File: src/verilog/irq_route_pkg.sv
//
// Contract
// - two 4-bit slot fields, zero disables input
// - input a from port1 bit3, b bit4
// - inputs raise wake and smi, edge by polarity
// - restart enable off kills serial irq, clock-run
// - clock-run sampled, only pulled low or released
// - pull clock-run low before driving serial irq
// - dma request while stopped pulls clock-run low
// - high clock-run means stopped, low running
// - irq edge or dma while high pulls low
// - hold low two rising edges then release
// - never assert while line already held low
// - assert only after two high samples
// - trigger is any irq edge or dma assertion; code takes only the polarity-selected edge of inputs a and b
// - keep requesting until delivered in a cycle
// - slot is three clocks: sample, recovery, release
package irq_route_pkg;

  // ----------------------------------------
  // register map
  // ----------------------------------------
  localparam logic [3:0] addr_select_a = 4'h0;
  localparam logic [3:0] addr_select_b = 4'h1;
  localparam logic [3:0] addr_gpio_ctl = 4'h2;
  localparam logic [3:0] addr_status = 4'h3;
  localparam logic [3:0] addr_mask = 4'h4;
  localparam logic [3:0] addr_pins = 4'h5;

  localparam int enable_bit = 7;
  localparam logic [7:0] select_reset = 8'h00;
  localparam logic [7:0] gpio_ctl_reset = 8'h00;

  // gpio_ctl: [0] polarity a, [1] polarity b, [2] wake en a, [3] wake en b,
  // [4] smi en a, [5] smi en b
  localparam int pol_a_bit = 0;
  localparam int pol_b_bit = 1;
  localparam int wake_en_bit = 2;
  localparam int smi_en_bit = 4;

  // status: [0] edge a, [1] edge b, [2] clock restart done
  localparam int status_width = 3;
  localparam logic [2:0] status_reset = 3'h0;

  // ----------------------------------------
  // serial irq frame timing
  // ----------------------------------------
  localparam logic [7:0] frame_clocks = 8'h03;
  localparam logic [7:0] sample_offset = 8'h01;
  localparam logic [7:0] max_frame_count = 8'h60;
  localparam logic [1:0] hold_edges = 2'h2;
  localparam logic [1:0] high_samples = 2'h2;

  typedef struct packed {
    logic in;
    logic out;
    logic oe;
  } od_pin_t;

  typedef enum logic [1:0] {
    run_idle = 2'b00,
    run_wait_high = 2'b01,
    run_drive = 2'b11,
    run_pending = 2'b10
  } run_state_t;

endpackage

File: src/verilog/irq_route_and_clock_restart.sv
`timescale 1ns/1ps
module irq_route_and_clock_restart (
  // clock and reset
  input wire logic sys_clk,
  input wire logic rst_n,
  // avalon-mm slave
  input wire logic [3:0] avs_address,
  input wire logic avs_read,
  input wire logic avs_write,
  input wire logic [31:0] avs_writedata,
  output logic [31:0] avs_readdata,
  output logic avs_waitrequest,
  // gpio pins carrying the routed inputs
  input wire logic gpio_port1_bit3,
  input wire logic gpio_port1_bit4,
  // internal sources
  input wire logic internal_irq_change,
  input wire logic internal_dma_request,
  // serial irq frame position from the frame engine
  input wire logic frame_active,
  input wire logic [7:0] frame_clock_count,
  input wire logic frame_done,
  // clock-run line, open drain
  input wire logic clock_run_line_in,
  output logic clock_run_line_out,
  output logic clock_run_line_oe,
  // serial interrupt line, two signals
  output logic serial_interrupt_line_out,
  output logic serial_interrupt_line_oe,
  // wake, smi and interrupt
  output logic wake_event,
  output logic smi_event,
  output logic irq
);

  // ----------------------------------------
  // input synchronisers
  // ----------------------------------------
  logic [2:0] sync1;
  logic [2:0] sync2;
  logic [2:0] next_sync1;
  logic [2:0] next_sync2;
  logic routed_irq_input_a;
  logic routed_irq_input_b;
  logic run_sampled;
  logic [1:0] last_routed;

  always_comb begin
    next_sync1 = {clock_run_line_in, gpio_port1_bit4, gpio_port1_bit3};
    next_sync2 = sync1;
  end

  always_ff @(posedge sys_clk) begin
    if (!rst_n) begin
      sync1 <= 3'h7;
      sync2 <= 3'h7;
    end else begin
      sync1 <= next_sync1;
      sync2 <= next_sync2;
    end
  end

  assign routed_irq_input_a = sync2[0];
  assign routed_irq_input_b = sync2[1];
  assign run_sampled = sync2[2];

  // ----------------------------------------
  // registers
  // ----------------------------------------
  logic [7:0] irq_route_a_select;
  logic [7:0] irq_route_b_select;
  logic [7:0] gpio_ctl;
  logic [2:0] status;
  logic [2:0] mask;
  logic [7:0] next_a_select;
  logic [7:0] next_b_select;
  logic [7:0] next_gpio_ctl;
  logic [2:0] next_status;
  logic [2:0] next_mask;
  logic [31:0] next_readdata;
  logic next_waitrequest;
  logic [2:0] events;
  logic clock_restart_enable;
  logic wr_go;
  logic rd_go;

  assign clock_restart_enable = irq_route_a_select[irq_route_pkg::enable_bit];
  // a write lands on the edge where the master sees waitrequest low
  assign wr_go = avs_write && !avs_waitrequest;
  assign rd_go = avs_read && avs_waitrequest;

  always_comb begin
    next_a_select = irq_route_a_select;
    next_b_select = irq_route_b_select;
    next_gpio_ctl = gpio_ctl;
    next_mask = mask;
    next_readdata = avs_readdata;
    // one wait state: waitrequest drops for one cycle per access
    next_waitrequest = !(avs_read || avs_write) || !avs_waitrequest;
    next_status = status;
    if (wr_go) begin
      case (avs_address)
        irq_route_pkg::addr_select_a: next_a_select = avs_writedata[7:0];
        irq_route_pkg::addr_select_b: next_b_select = avs_writedata[7:0];
        irq_route_pkg::addr_gpio_ctl: next_gpio_ctl = avs_writedata[7:0];
        irq_route_pkg::addr_status: next_status = status & ~avs_writedata[2:0];
        irq_route_pkg::addr_mask: next_mask = avs_writedata[2:0];
        default: ;
      endcase
    end
    next_status = next_status | events; // set wins over clear
    if (rd_go) begin
      case (avs_address)
        irq_route_pkg::addr_select_a: next_readdata = {24'h0, irq_route_a_select};
        irq_route_pkg::addr_select_b: next_readdata = {24'h0, irq_route_b_select};
        irq_route_pkg::addr_gpio_ctl: next_readdata = {24'h0, gpio_ctl};
        irq_route_pkg::addr_status: next_readdata = {29'h0, status};
        irq_route_pkg::addr_mask: next_readdata = {29'h0, mask};
        irq_route_pkg::addr_pins: next_readdata = {29'h0, run_sampled, last_routed};
        default: next_readdata = 32'h0;
      endcase
    end
  end

  always_ff @(posedge sys_clk) begin
    if (!rst_n) begin
      irq_route_a_select <= irq_route_pkg::select_reset;
      irq_route_b_select <= irq_route_pkg::select_reset;
      gpio_ctl <= irq_route_pkg::gpio_ctl_reset;
      status <= irq_route_pkg::status_reset;
      mask <= irq_route_pkg::status_reset;
      avs_readdata <= 32'h0;
      avs_waitrequest <= 1'b1;
    end else begin
      irq_route_a_select <= next_a_select;
      irq_route_b_select <= next_b_select;
      gpio_ctl <= next_gpio_ctl;
      status <= next_status;
      mask <= next_mask;
      avs_readdata <= next_readdata;
      avs_waitrequest <= next_waitrequest;
    end
  end

  // ----------------------------------------
  // edge detect, wake and smi
  // ----------------------------------------
  logic [1:0] pol_edge;
  logic next_wake;
  logic next_smi;
  logic next_irq;
  logic restart_done;

  always_comb begin
    // polarity 0 picks rising, 1 picks falling
    pol_edge[0] = gpio_ctl[irq_route_pkg::pol_a_bit] ?
      (last_routed[0] && !routed_irq_input_a) : (!last_routed[0] && routed_irq_input_a);
    pol_edge[1] = gpio_ctl[irq_route_pkg::pol_b_bit] ?
      (last_routed[1] && !routed_irq_input_b) : (!last_routed[1] && routed_irq_input_b);
    events = {restart_done, pol_edge};
    next_wake = |(pol_edge & gpio_ctl[irq_route_pkg::wake_en_bit +: 2]);
    next_smi = |(pol_edge & gpio_ctl[irq_route_pkg::smi_en_bit +: 2]);
    next_irq = |(next_status & next_mask);
  end

  always_ff @(posedge sys_clk) begin
    if (!rst_n) begin
      last_routed <= 2'h3;
      wake_event <= 1'b0;
      smi_event <= 1'b0;
      irq <= 1'b0;
    end else begin
      last_routed <= {routed_irq_input_b, routed_irq_input_a};
      wake_event <= next_wake;
      smi_event <= next_smi;
      irq <= next_irq;
    end
  end

  // ----------------------------------------
  // serial irq slot driver
  // ----------------------------------------
  function automatic logic [7:0] sample_clock(input logic [3:0] slot);
    // slot n rides in frame n+1, sampled at 3*(n+1)-1
    sample_clock = 8'({4'h0, slot} * irq_route_pkg::frame_clocks
      + irq_route_pkg::frame_clocks - irq_route_pkg::sample_offset);
  endfunction

  logic slot_hit_a;
  logic slot_hit_b;
  logic drove_low;
  logic next_drove_low;
  logic next_sirq_out;
  logic next_sirq_oe;
  logic sirq_allowed;

  always_comb begin
    slot_hit_a = (irq_route_a_select[3:0] != 4'h0) && !routed_irq_input_a
      && (frame_clock_count == sample_clock(irq_route_a_select[3:0]));
    slot_hit_b = (irq_route_b_select[3:0] != 4'h0) && !routed_irq_input_b
      && (frame_clock_count == sample_clock(irq_route_b_select[3:0]));
    // clock-run must be low (clock running) before the line is driven
    sirq_allowed = clock_restart_enable && !run_sampled;
    next_sirq_out = 1'b1;
    next_sirq_oe = 1'b0;
    next_drove_low = 1'b0;
    if (frame_active && sirq_allowed && (slot_hit_a || slot_hit_b)) begin
      next_sirq_out = 1'b0;
      next_sirq_oe = 1'b1;
      next_drove_low = 1'b1;
    end else if (drove_low) begin
      next_sirq_out = 1'b1;
      next_sirq_oe = 1'b1;
    end
  end

  always_ff @(posedge sys_clk) begin
    if (!rst_n) begin
      drove_low <= 1'b0;
      serial_interrupt_line_out <= 1'b1;
      serial_interrupt_line_oe <= 1'b0;
    end else begin
      drove_low <= next_drove_low;
      serial_interrupt_line_out <= next_sirq_out;
      serial_interrupt_line_oe <= next_sirq_oe;
    end
  end

  // ----------------------------------------
  // clock-run restart request
  // ----------------------------------------
  // the trigger is taken on sys_clk here; with the bus clock stopped the
  // frame engine cannot see it anyway, so a clocked latch loses nothing
  irq_route_pkg::run_state_t run_state;
  irq_route_pkg::run_state_t next_run_state;
  logic [1:0] high_count;
  logic [1:0] next_high_count;
  logic [1:0] hold_count;
  logic [1:0] next_hold_count;
  logic dma_last;
  logic trigger;
  logic next_run_out_low;

  always_comb begin
    trigger = internal_irq_change || (internal_dma_request && !dma_last)
      || (|pol_edge);
    next_run_state = run_state;
    next_hold_count = hold_count;
    next_high_count = run_sampled ?
      ((high_count == irq_route_pkg::high_samples) ? high_count : 2'(high_count + 2'h1))
      : 2'h0;
    next_run_out_low = 1'b0;
    restart_done = 1'b0;
    case (run_state)
      irq_route_pkg::run_idle: begin
        if (trigger) begin
          next_run_state = irq_route_pkg::run_wait_high;
        end
      end
      irq_route_pkg::run_wait_high: begin
        if (frame_done) begin
          next_run_state = irq_route_pkg::run_idle;
          restart_done = 1'b1;
        end else if (run_sampled && high_count == irq_route_pkg::high_samples) begin
          // line high twice: clock stopping, pull it low
          next_run_state = irq_route_pkg::run_drive;
          next_hold_count = 2'h0;
          next_run_out_low = 1'b1;
        end
      end
      irq_route_pkg::run_drive: begin
        next_run_out_low = 1'b1;
        next_hold_count = 2'(hold_count + 2'h1);
        if (2'(hold_count + 2'h1) == irq_route_pkg::hold_edges) begin
          next_run_out_low = 1'b0;
          next_run_state = irq_route_pkg::run_pending;
        end
      end
      irq_route_pkg::run_pending: begin
        if (frame_done) begin
          next_run_state = irq_route_pkg::run_idle;
          restart_done = 1'b1;
        end else if (run_sampled) begin
          next_run_state = irq_route_pkg::run_wait_high;
        end
      end
      default: next_run_state = irq_route_pkg::run_idle;
    endcase
    if (!clock_restart_enable) begin
      next_run_state = irq_route_pkg::run_idle;
      next_run_out_low = 1'b0;
    end
  end

  always_ff @(posedge sys_clk) begin
    if (!rst_n) begin
      run_state <= irq_route_pkg::run_idle;
      high_count <= 2'h0;
      hold_count <= 2'h0;
      dma_last <= 1'b0;
      clock_run_line_oe <= 1'b0;
      clock_run_line_out <= 1'b0;
    end else begin
      run_state <= next_run_state;
      high_count <= next_high_count;
      hold_count <= next_hold_count;
      dma_last <= internal_dma_request;
      clock_run_line_oe <= next_run_out_low;
      clock_run_line_out <= 1'b0;
    end
  end

endmodule

File: config.mk
export PLATFORM = sky130hd
export DESIGN_NAME = irq_route_and_clock_restart
export DESIGN_NICKNAME = d
export VERILOG_FILES = /design/src/verilog/irq_route_pkg.sv /design/src/verilog/irq_route_and_clock_restart.sv
export SDC_FILE = /design/constraint.sdc
export NUM_CORES = 1
export LEC_CHECK = 0
export ABC_CLOCK_PERIOD_IN_PS = 2400
export CAP_MARGIN = 20
export CORE_MARGIN = 2
export CORE_UTILIZATION = 40
export DETAILED_ROUTE_END_ITERATION = 6
export DONT_BUFFER_PORTS = 1
export PLACE_DENSITY = 0.63
export SETUP_SLACK_MARGIN = 0.3
export SYNTH_ARGS = -nofsm -noshare
export SYNTH_HDL_FRONTEND = slang
export SYNTH_SLANG_ARGS = --single-unit
File: constraint.sdc
create_clock -name sys_clk -period 2.4 [get_ports sys_clk]
set_clock_uncertainty 0.05 [all_clocks]
set_input_delay 0 -clock sys_clk [delete_from_list [all_inputs] [get_ports sys_clk]]
set_output_delay 0 -clock sys_clk [all_outputs]
set_load 0.01 [all_outputs]
### After elaboration in Yosys (flattened, before gate mapping)

Cells that the tools add are included.

* add/sub/neg operators: 6
* $mul: 2
* eq/ne operators: 18
* multiplexer cells: 27
* bitwise gates (word level): 6
* reduce and logical (&&, ||, !) cells: 45

Operators by type and width (number)
* $pmux 8 s6: 1
* $eq 8x8->1: 2
* $mux 2: 8
* $sub 7x1->8 const B: 2
* $logic_and 1x1->1: 15
* $add 6x2->7 const B: 2
* $mul 4x2->6 const B: 2
* $mux 3: 4
* $mux 1: 11
* $reduce_and 2->1: 5
* $eq 2x2->1 const B: 4
* $eq 4x2->1 const B: 2
* $eq 4x3->1 const B: 2
* $logic_not 1->1: 8
* $ne 2x2->1 const B: 4
* $pmux 2 s4: 1
* $reduce_bool 4->1: 2
* $reduce_or 2->1: 4
* $and 3x3->3: 2
* $ne 3x3->1 const B: 2
* $logic_or 1x1->1: 5
* $add 2x1->2 const B: 2
* $and 2x2->2: 2
* $eq 4x1->1 const B: 1
* other kinds (11): 11

* register bits: 85
* output and inout bits: 40
* word-level logic and storage cells: 125

### Depth between registers and ports, before layout

Gate-level depths: netlist of run 1.

* word-level depth: 8
* depth in mapped cells: 10

### Worst setup path before layout of run 1

Ideal clock, no wire load.

* path type: reg-to-reg
* from: register irq_route_b_select[0]
* to: register serial_interrupt_line_oe
* arrival time: 2110 ps
* data required time: 2292 ps
* path slack: 182 ps
* cell stages (with the launch flop): 11
* path buffers: 0
* path through: dfxtp_1 > inv_1 > ha_1 > inv_1 > ha_1 > inv_1 > fa_1 > xnor2_1 > or3_1 > a211oi_2 > a211o_1

* longest elaborated chain between the ends: 8

Ends and longest elaborated chain
* start, declared: RTL line irq_route_and_clock_restart.sv:71 `logic [7:0] irq_route_b_select;`
* start signal, assigned: RTL line irq_route_and_clock_restart.sv:128 `irq_route_b_select <= irq_route_pkg::select_reset;`
* start signal, assigned: RTL line irq_route_and_clock_restart.sv:136 `irq_route_b_select <= next_b_select;`
* $mul 4x2->6: RTL line irq_route_and_clock_restart.sv:185 `sample_clock = 8'({4'h0, slot} * irq_route_pkg::frame_clocks`
* $add 6x2->7: RTL line irq_route_and_clock_restart.sv:186 `+ irq_route_pkg::frame_clocks - irq_route_pkg::sample_offset);`
* $sub 7x1->8: RTL line irq_route_and_clock_restart.sv:186
* $eq 8x8->1: RTL line irq_route_and_clock_restart.sv:201 `&& (frame_clock_count == sample_clock(irq_route_b_select[3:0]));`
* $logic_and 1x1->1 *: RTL line irq_route_and_clock_restart.sv:201
* $logic_or 1x1->1 *: RTL line irq_route_and_clock_restart.sv:207 `if (frame_active && sirq_allowed && (slot_hit_a || slot_hit_b)) begin`
* $logic_and 1x1->1 *: RTL line irq_route_and_clock_restart.sv:207
* $mux 1 *: RTL line irq_route_and_clock_restart.sv:207
* end signal, assigned: RTL line irq_route_and_clock_restart.sv:225 `serial_interrupt_line_oe <= next_sirq_oe;`
* end, declared: RTL line irq_route_and_clock_restart.sv:29 `output logic serial_interrupt_line_oe,`

Every way passes the cells marked *; elsewhere a longest branch is shown, timed or not.
A chain may end at the register's enable or synchronous reset.

### Final worst setup path of run 1

* from: register irq_route_b_select[1]
* to: register serial_interrupt_line_out

* longest elaborated chain between the ends: 8

Ends and longest elaborated chain
* $mul 4x2->6: RTL line irq_route_and_clock_restart.sv:185
* $add 6x2->7: RTL line irq_route_and_clock_restart.sv:186
* $sub 7x1->8: RTL line irq_route_and_clock_restart.sv:186
* $eq 8x8->1: RTL line irq_route_and_clock_restart.sv:201
* $logic_and 1x1->1 *: RTL line irq_route_and_clock_restart.sv:201
* $logic_or 1x1->1 *: RTL line irq_route_and_clock_restart.sv:207
* $logic_and 1x1->1 *: RTL line irq_route_and_clock_restart.sv:207
* $mux 1 *: RTL line irq_route_and_clock_restart.sv:207
* end signal, assigned: RTL line irq_route_and_clock_restart.sv:224 `serial_interrupt_line_out <= next_sirq_out;`
* end, declared: RTL line irq_route_and_clock_restart.sv:28 `output logic serial_interrupt_line_out,`

Marks and branches as above.

==> metrics, run 1 <==
cell area after synthesis 3320 um2; Clock Path Buffers 2; final net count 473; worst-path cell chain ha_4, ha_4, inv_2, fa_2, xnor2_2, or3_1, a211oi_2, a21oi_1; most common cell after layout, fill and taps aside dfxtp_1; Tightest Pin Transition 757 ps; CTS Buf Count 9; prevailing post-synth register cell dfxtp_1; starting density of the core 0.408; share of cells above drive strength 1 0.145; Critical Path Fanout Max 3; Crit. End Element flip-flop; DR iter-0 viols 99; Synth Instances 362; core area 8130 um2; fin crit share 0.902; Max Fclk 0.462 GHz; Max IR drop VDD 242 uV; area delta synth->final 17.5%; drt pass-1 iters 5; register area share after synthesis 0.368; GRT Resource Usage Total 0.182; CP dominant cell by count ha_4; CTS tree done; Worst Setup Start Kind flip-flop; Final Non-Filler Cells 507; clock latency on the worst-skew pair 350 ps; wire per inst 15.2 um; CP max-delay cell dfxtp_4; Ports 95; slowest cell delay on critical path 370 ps; Placed Cells 458; RSZ-0062 raised after global routing yes; die height 95.1 um; vias in the first global route 2481; Leak 1.57 nW; post-synth cell types 52; CP top delay family adder cells; DRT antenna net count 0; row count 33; final wirelength 7.70 mm; DIE AREA 9050 um2; worst hold slack -145 ps; end-of-flow core utilization 0.480; Post-synth EDFFs 0; initial antenna violation count 1; Root Driver clkbuf_8; largest net degree at the start of global routing 38; Final Wtd Congestion 0.773; # setup viols final 0; post-DP HPWL 5.27 mm; # clock sinks 61; min cycle time layout 2170 ps; PD cells 555 nW/um2; final hold violations 3; post-route setup TNS 0 ps; Hold WC Path Type primary input to flip-flop; first-pass GRT wire length 12.5 mm; yosys warns 0; asr flop ratio synth 0; Max-Cap Viols 0; failing checks negative hold slack; crit path DAT 2340 ps; status finished, violations left; Via density 5.21; Seq cells post-synth 61; DR vias 2639; CP required 2580 ps; clock slew at reported path FFs 80 ps; post-route DRC violation count 0; die span in x 95.1 um; crit path kind flip-flop to flip-flop; Slew Limit Fails 0; most frequent cells in the layout 56 x dfxtp_1, 31 x nor2_1, 28 x dlygate4sd3_1; GR Overflow Total 0; Max transition margin 0.493; Buf/Inv on CP 1; input/output buffers 0; CTS H-tree lvls 3; Syn Area/Cell 9.18 um2
[worst reg2reg max path, delay by kind of cell, from the launching register on]
family                   cells  cell delay [ps]
AND/OR/NAND/NOR              1              360
AO/OA/AOI/OAI                2              340
buffers and inverters        1               30
adder cells (fa/ha/maj)      3              730
XOR/XNOR                     1              140
flip-flops                   1              370
[sequential cells by signal, indices dropped and copies added (netlist names)]
register / cells
avs_readdata: 8
gpio_ctl: 8
irq_route_a_select: 8
irq_route_b_select: 8
mask: 3
next_sync2: 3
status: 3
sync2: 3
high_count: 2
hold_count: 2
last_routed: 2
run_state: 2
avs_waitrequest: 1
clock_run_line_oe: 1
dma_last: 1
drove_low: 1
irq: 1
serial_interrupt_line_oe: 1
serial_interrupt_line_out: 1
smi_event: 1
wake_event: 1
[final cells by class]
| type | instances | area, um2 |
|---|---|---|
| tap | 105 | 131 |
| fill | 768 | 4230 |
| timing repair buffer | 39 | 363 |
| antenna | 1 | 2.50 |
| multi-input combinational | 262 | 1890 |
| sequential | 61 | 1230 |
| clock buffer | 9 | 124 |
| inverter | 23 | 88.8 |
| clock inverter | 7 | 73.8 |
[stage by stage]
step	power (mW)	instance area (um2)	setup WS, ps
floorplan	1.23	3460	297
global placement	1.20	3370	178
detailed placement	1.21	3370	105
CTS	2.18	3870	195
global route	2.25	3900	120
finish	2.17	3900	234
[per-layer routing]
layer	share of wire	GRT usage	up-vias	routed length, um
met1	0.43	0.224	1269	3270
li1	-	-	1271	-
met4	0.013	0.0664	0	101
met5	0	0	-	0
met2	0.50	0.307	87	3870
met3	0.059	0.0466	12	453
[kinds of logic (layout without fill, tap and decap cells)]
kind of cell               Yosys count  count (layout)  share of synthesized area
muxes                               25              25                     0.0881
xor gates and xnor gates            14              14                     0.0369
adders and majority gates           22              22                     0.0874
AOI/OAI and AO/OA                   64              64                      0.137
DFF                                 61              61                      0.368
other                                1              26                    0.00113
and+or+nand+nor                    112             112                      0.171
buffers and inverters               63              78                      0.110
[cells in the mapped netlist, drive strengths merged (2+ instances only)]
| library cell | count | area (um2) |
|---|---|---|
| dfxtp | 61 | 1220 |
| buf | 34 | 256 |
| nor2 | 31 | 116 |
| nand2 | 28 | 105 |
| inv | 23 | 86.3 |
| a21oi | 22 | 110 |
| nand3 | 21 | 105 |
| ha | 20 | 250 |
| mux2i | 18 | 180 |
| nand2b | 14 | 87.6 |
| a22oi | 8 | 73.8 |
| xnor2 | 8 | 70.1 |
| clkbuf | 6 | 23.8 |
| o21ai | 6 | 30.0 |
| xor2 | 6 | 52.6 |
| o2bb2ai | 5 | 43.8 |
| mux2 | 4 | 45.0 |
| a21o | 3 | 22.5 |
| a32oi | 3 | 26.3 |
| and2 | 3 | 18.8 |
| mux4 | 3 | 67.6 |
| nand4 | 3 | 33.8 |
| nor3 | 3 | 15.0 |
| a21boi | 2 | 15.0 |
| a41oi | 2 | 17.5 |
| fa | 2 | 40.0 |
| nand3b | 2 | 15.0 |
| nor4b | 2 | 32.5 |
| o211ai | 2 | 15.0 |
| o21a | 2 | 15.0 |
| o221ai | 2 | 23.8 |
| o22ai | 2 | 12.5 |
[power breakdown]
part           switching (mW)  internal (mW)
Clock                   0.442          0.482
Combinational           0.112         0.0838
Sequential             0.0161           1.03
Total                   0.570           1.60
[what timing repair did]
action / CTS / global route
pin swaps: 8 / 5
resized for setup: 7 / 4
hold buffers: 27 / 1
hold endpoints to repair: 57 / 6
buffers inserted: 3 / 1
setup endpoints to repair: 3 / 6
[worst paths after layout]
kind / from / end / slack, ps / cells past startpoint
max: irq_route_b_select[1] / serial_interrupt_line_out / 230 / 8
max reg2reg: irq_route_b_select[1] / serial_interrupt_line_out / 230 / 8
min: frame_clock_count[5] / serial_interrupt_line_out / -150 / 2
min reg2reg: next_sync2[2] / sync2[2] / 360 / 1
(Power assumes the default switching activity.)
==> run 2: changes to the inputs <==
Settings changed: ABC_CLOCK_PERIOD_IN_PS 2400 to 1800, PLACE_DENSITY 0.63 to 0.65.
Clock period 2.4 ns to 1.8 ns, I/O delays scaled along.
==> metrics, run 2 (same netlist as run 1, synthesis figures left out) <==
status finished, violations left; failing checks negative hold slack, negative setup slack; worst-path cell chain ha_4, ha_4, inv_2, fa_2, xnor2_2, or3_1, a211oi_2, a211o_1; die height 95.1 um (unchanged); first-pass GRT wire length 13.0 mm (+4.3%); CP max-delay cell dfxtp_4; most common cell after layout, fill and taps aside dfxtp_1; n_diodes 0 (-1); row count 33 (unchanged); Tightest Pin Transition 866 ps (+109 ps); DIE AREA 9050 um2 (unchanged); GRT Resource Usage Total 0.190 (+0.00816); final hold violations 1 (-2); RSZ-0062 raised after global routing yes; Worst Setup Start Kind flip-flop; min cycle time layout 2150 ps (-15.2 ps); pre-CTS setup slack -402 ps (-507 ps); Root Driver clkbuf_8; post-DP HPWL 5.40 mm (+2.4%); final net count 491 (+3.8%); reg2reg end serial_interrupt_line_oe; post-route DRC violation count 0 (unchanged); final worst setup slack -351 ps (-585 ps); fin crit share 1.19 (+0.292); share of cells above drive strength 1 0.236 (+0.0916); clock slew at reported path FFs 70 ps (about the same); initial antenna violation count 0 (-1); Crit Reg-Reg Startpoint irq_route_b_select[2]; clock latency on the worst-skew pair 350 ps (about the same); CP Capture Point serial_interrupt_line_oe; CP startpoint irq_route_b_select[2]; CTS H-tree lvls 3 (unchanged); Leak 1.73 nW (+11%); # setup viols final 3 (+3); Hold WC Path Type primary input to flip-flop; Buf/Inv on CP 1 (unchanged); end-of-flow core utilization 0.522 (+0.0418); Max IR drop VDD 347 uV (+43%); PD cells 701 nW/um2 (+26%); slowest cell delay on critical path 360 ps (about the same); CTS tree done; worst hold slack -16.4 ps (+129 ps); die span in x 95.1 um (unchanged); Slew Limit Fails 0 (unchanged); CP dominant cell by count ha_4; Via density 5.12 (-1.6%); CP required 2050 ps (-530 ps); Final Wtd Congestion 0.851 (+10%); post-route setup TNS -1020 ps (-1020 ps); Critical Path Fanout Max 3 (unchanged); Ports 95 (unchanged); Clock Path Buffers 2 (unchanged); CP top delay family adder cells; starting density of the core 0.408 (unchanged); drt pass-1 iters 4 (-1); GR Overflow Total 0 (unchanged); Max transition margin 0.423 (-0.0707); most frequent cells in the layout 53 x dfxtp_1, 30 x nor2_1, 25 x nand2_1, 25 x conb_1, 25 x dlygate4sd3_1; wire per inst 15.5 um (+2.3%); vias in the first global route 2676 (+7.9%); largest net degree at the start of global routing 38 (unchanged); # clock sinks 61 (unchanged); input/output buffers 0 (unchanged); DR vias 2684 (+1.7%); Placed Cells 471 (+2.8%); crit path DAT 2400 ps (+60 ps); Crit. End Element flip-flop; CTS Buf Count 9 (unchanged); area delta synth->final 27.8%; worst reg-to-reg path cell count 8 (unchanged); DR iter-0 viols 171 (+73%); Max Fclk 0.465 GHz (+0.71%); final wirelength 8.14 mm (+5.7%); crit path kind flip-flop to flip-flop; Final Non-Filler Cells 524 (+3.4%); DRT antenna net count 0 (unchanged); Crit path depth 8 (unchanged); core area 8130 um2 (unchanged); Max-Cap Viols 0 (unchanged); Tot Pwr 2.97 mW (+37%); reg2reg setup slack -350 ps (-580 ps)
run 2: worst min-delay path: stages:
cell and delay, ps:
nor4b_1 50, nand4_1 120, a211oi_2 70, a21oi_1 100
run 2: per-stage QoR:
step	area (um2)	hold slack, ps
CTS	4120	-14.1
global placement	3480	27.5
detailed placement	3480	31.2
finish	4240	-16.4
global route	4240	4.48
floorplan	3460	51.5
run 2: final cells by class:
type,count,area [um2]
fillers,701,3890
clock inverters,7,81.3
repair buffers,57,573
well taps,105,131
clock buffers,9,124
flip-flops and latches,61,1240
multi-input cells,262,2000
inverters,23,93.8
run 2: worst min path at each step:
stage | from | end | slack, ps | depth (start not counted)
2_1_floorplan | gpio_port1_bit3 | next_sync2[0] | 50 | 1
3_3_place_gp | rst_n | sync2[2] | 30 | 1
3_5_place_dp | rst_n | sync2[2] | 30 | 1
4_1_cts | frame_clock_count[6] | serial_interrupt_line_out | -10 | 4
5_1_grt | avs_address[0] | avs_readdata[2] | 4 | 3
6_report | frame_clock_count[6] | serial_interrupt_line_out | -20 | 4
run 2: timing repair:
action	in CTS	in global routing
endpoints found under the setup margin	14	43
setup buffers	8	0
hold buffers	27	1
endpoints found under the hold margin	57	1
pin swaps	19	13
resized for setup	23	34
gates cloned	1	0
run 2: routing by layer:
layer  track usage  vias to the layer above  part of all wire
met5             0                        -                 0
met4        0.0737                        0             0.017
met3        0.0482                       13             0.073
met2         0.317                       96              0.51
met1         0.235                     1264              0.40
li1              -                     1311                 -
run 2: power by group:
group / internal [mW] / switching (mW)
registers: 1.37 / 0.0195
logic: 0.138 / 0.167
clock network: 0.658 / 0.621
total: 2.17 / 0.808
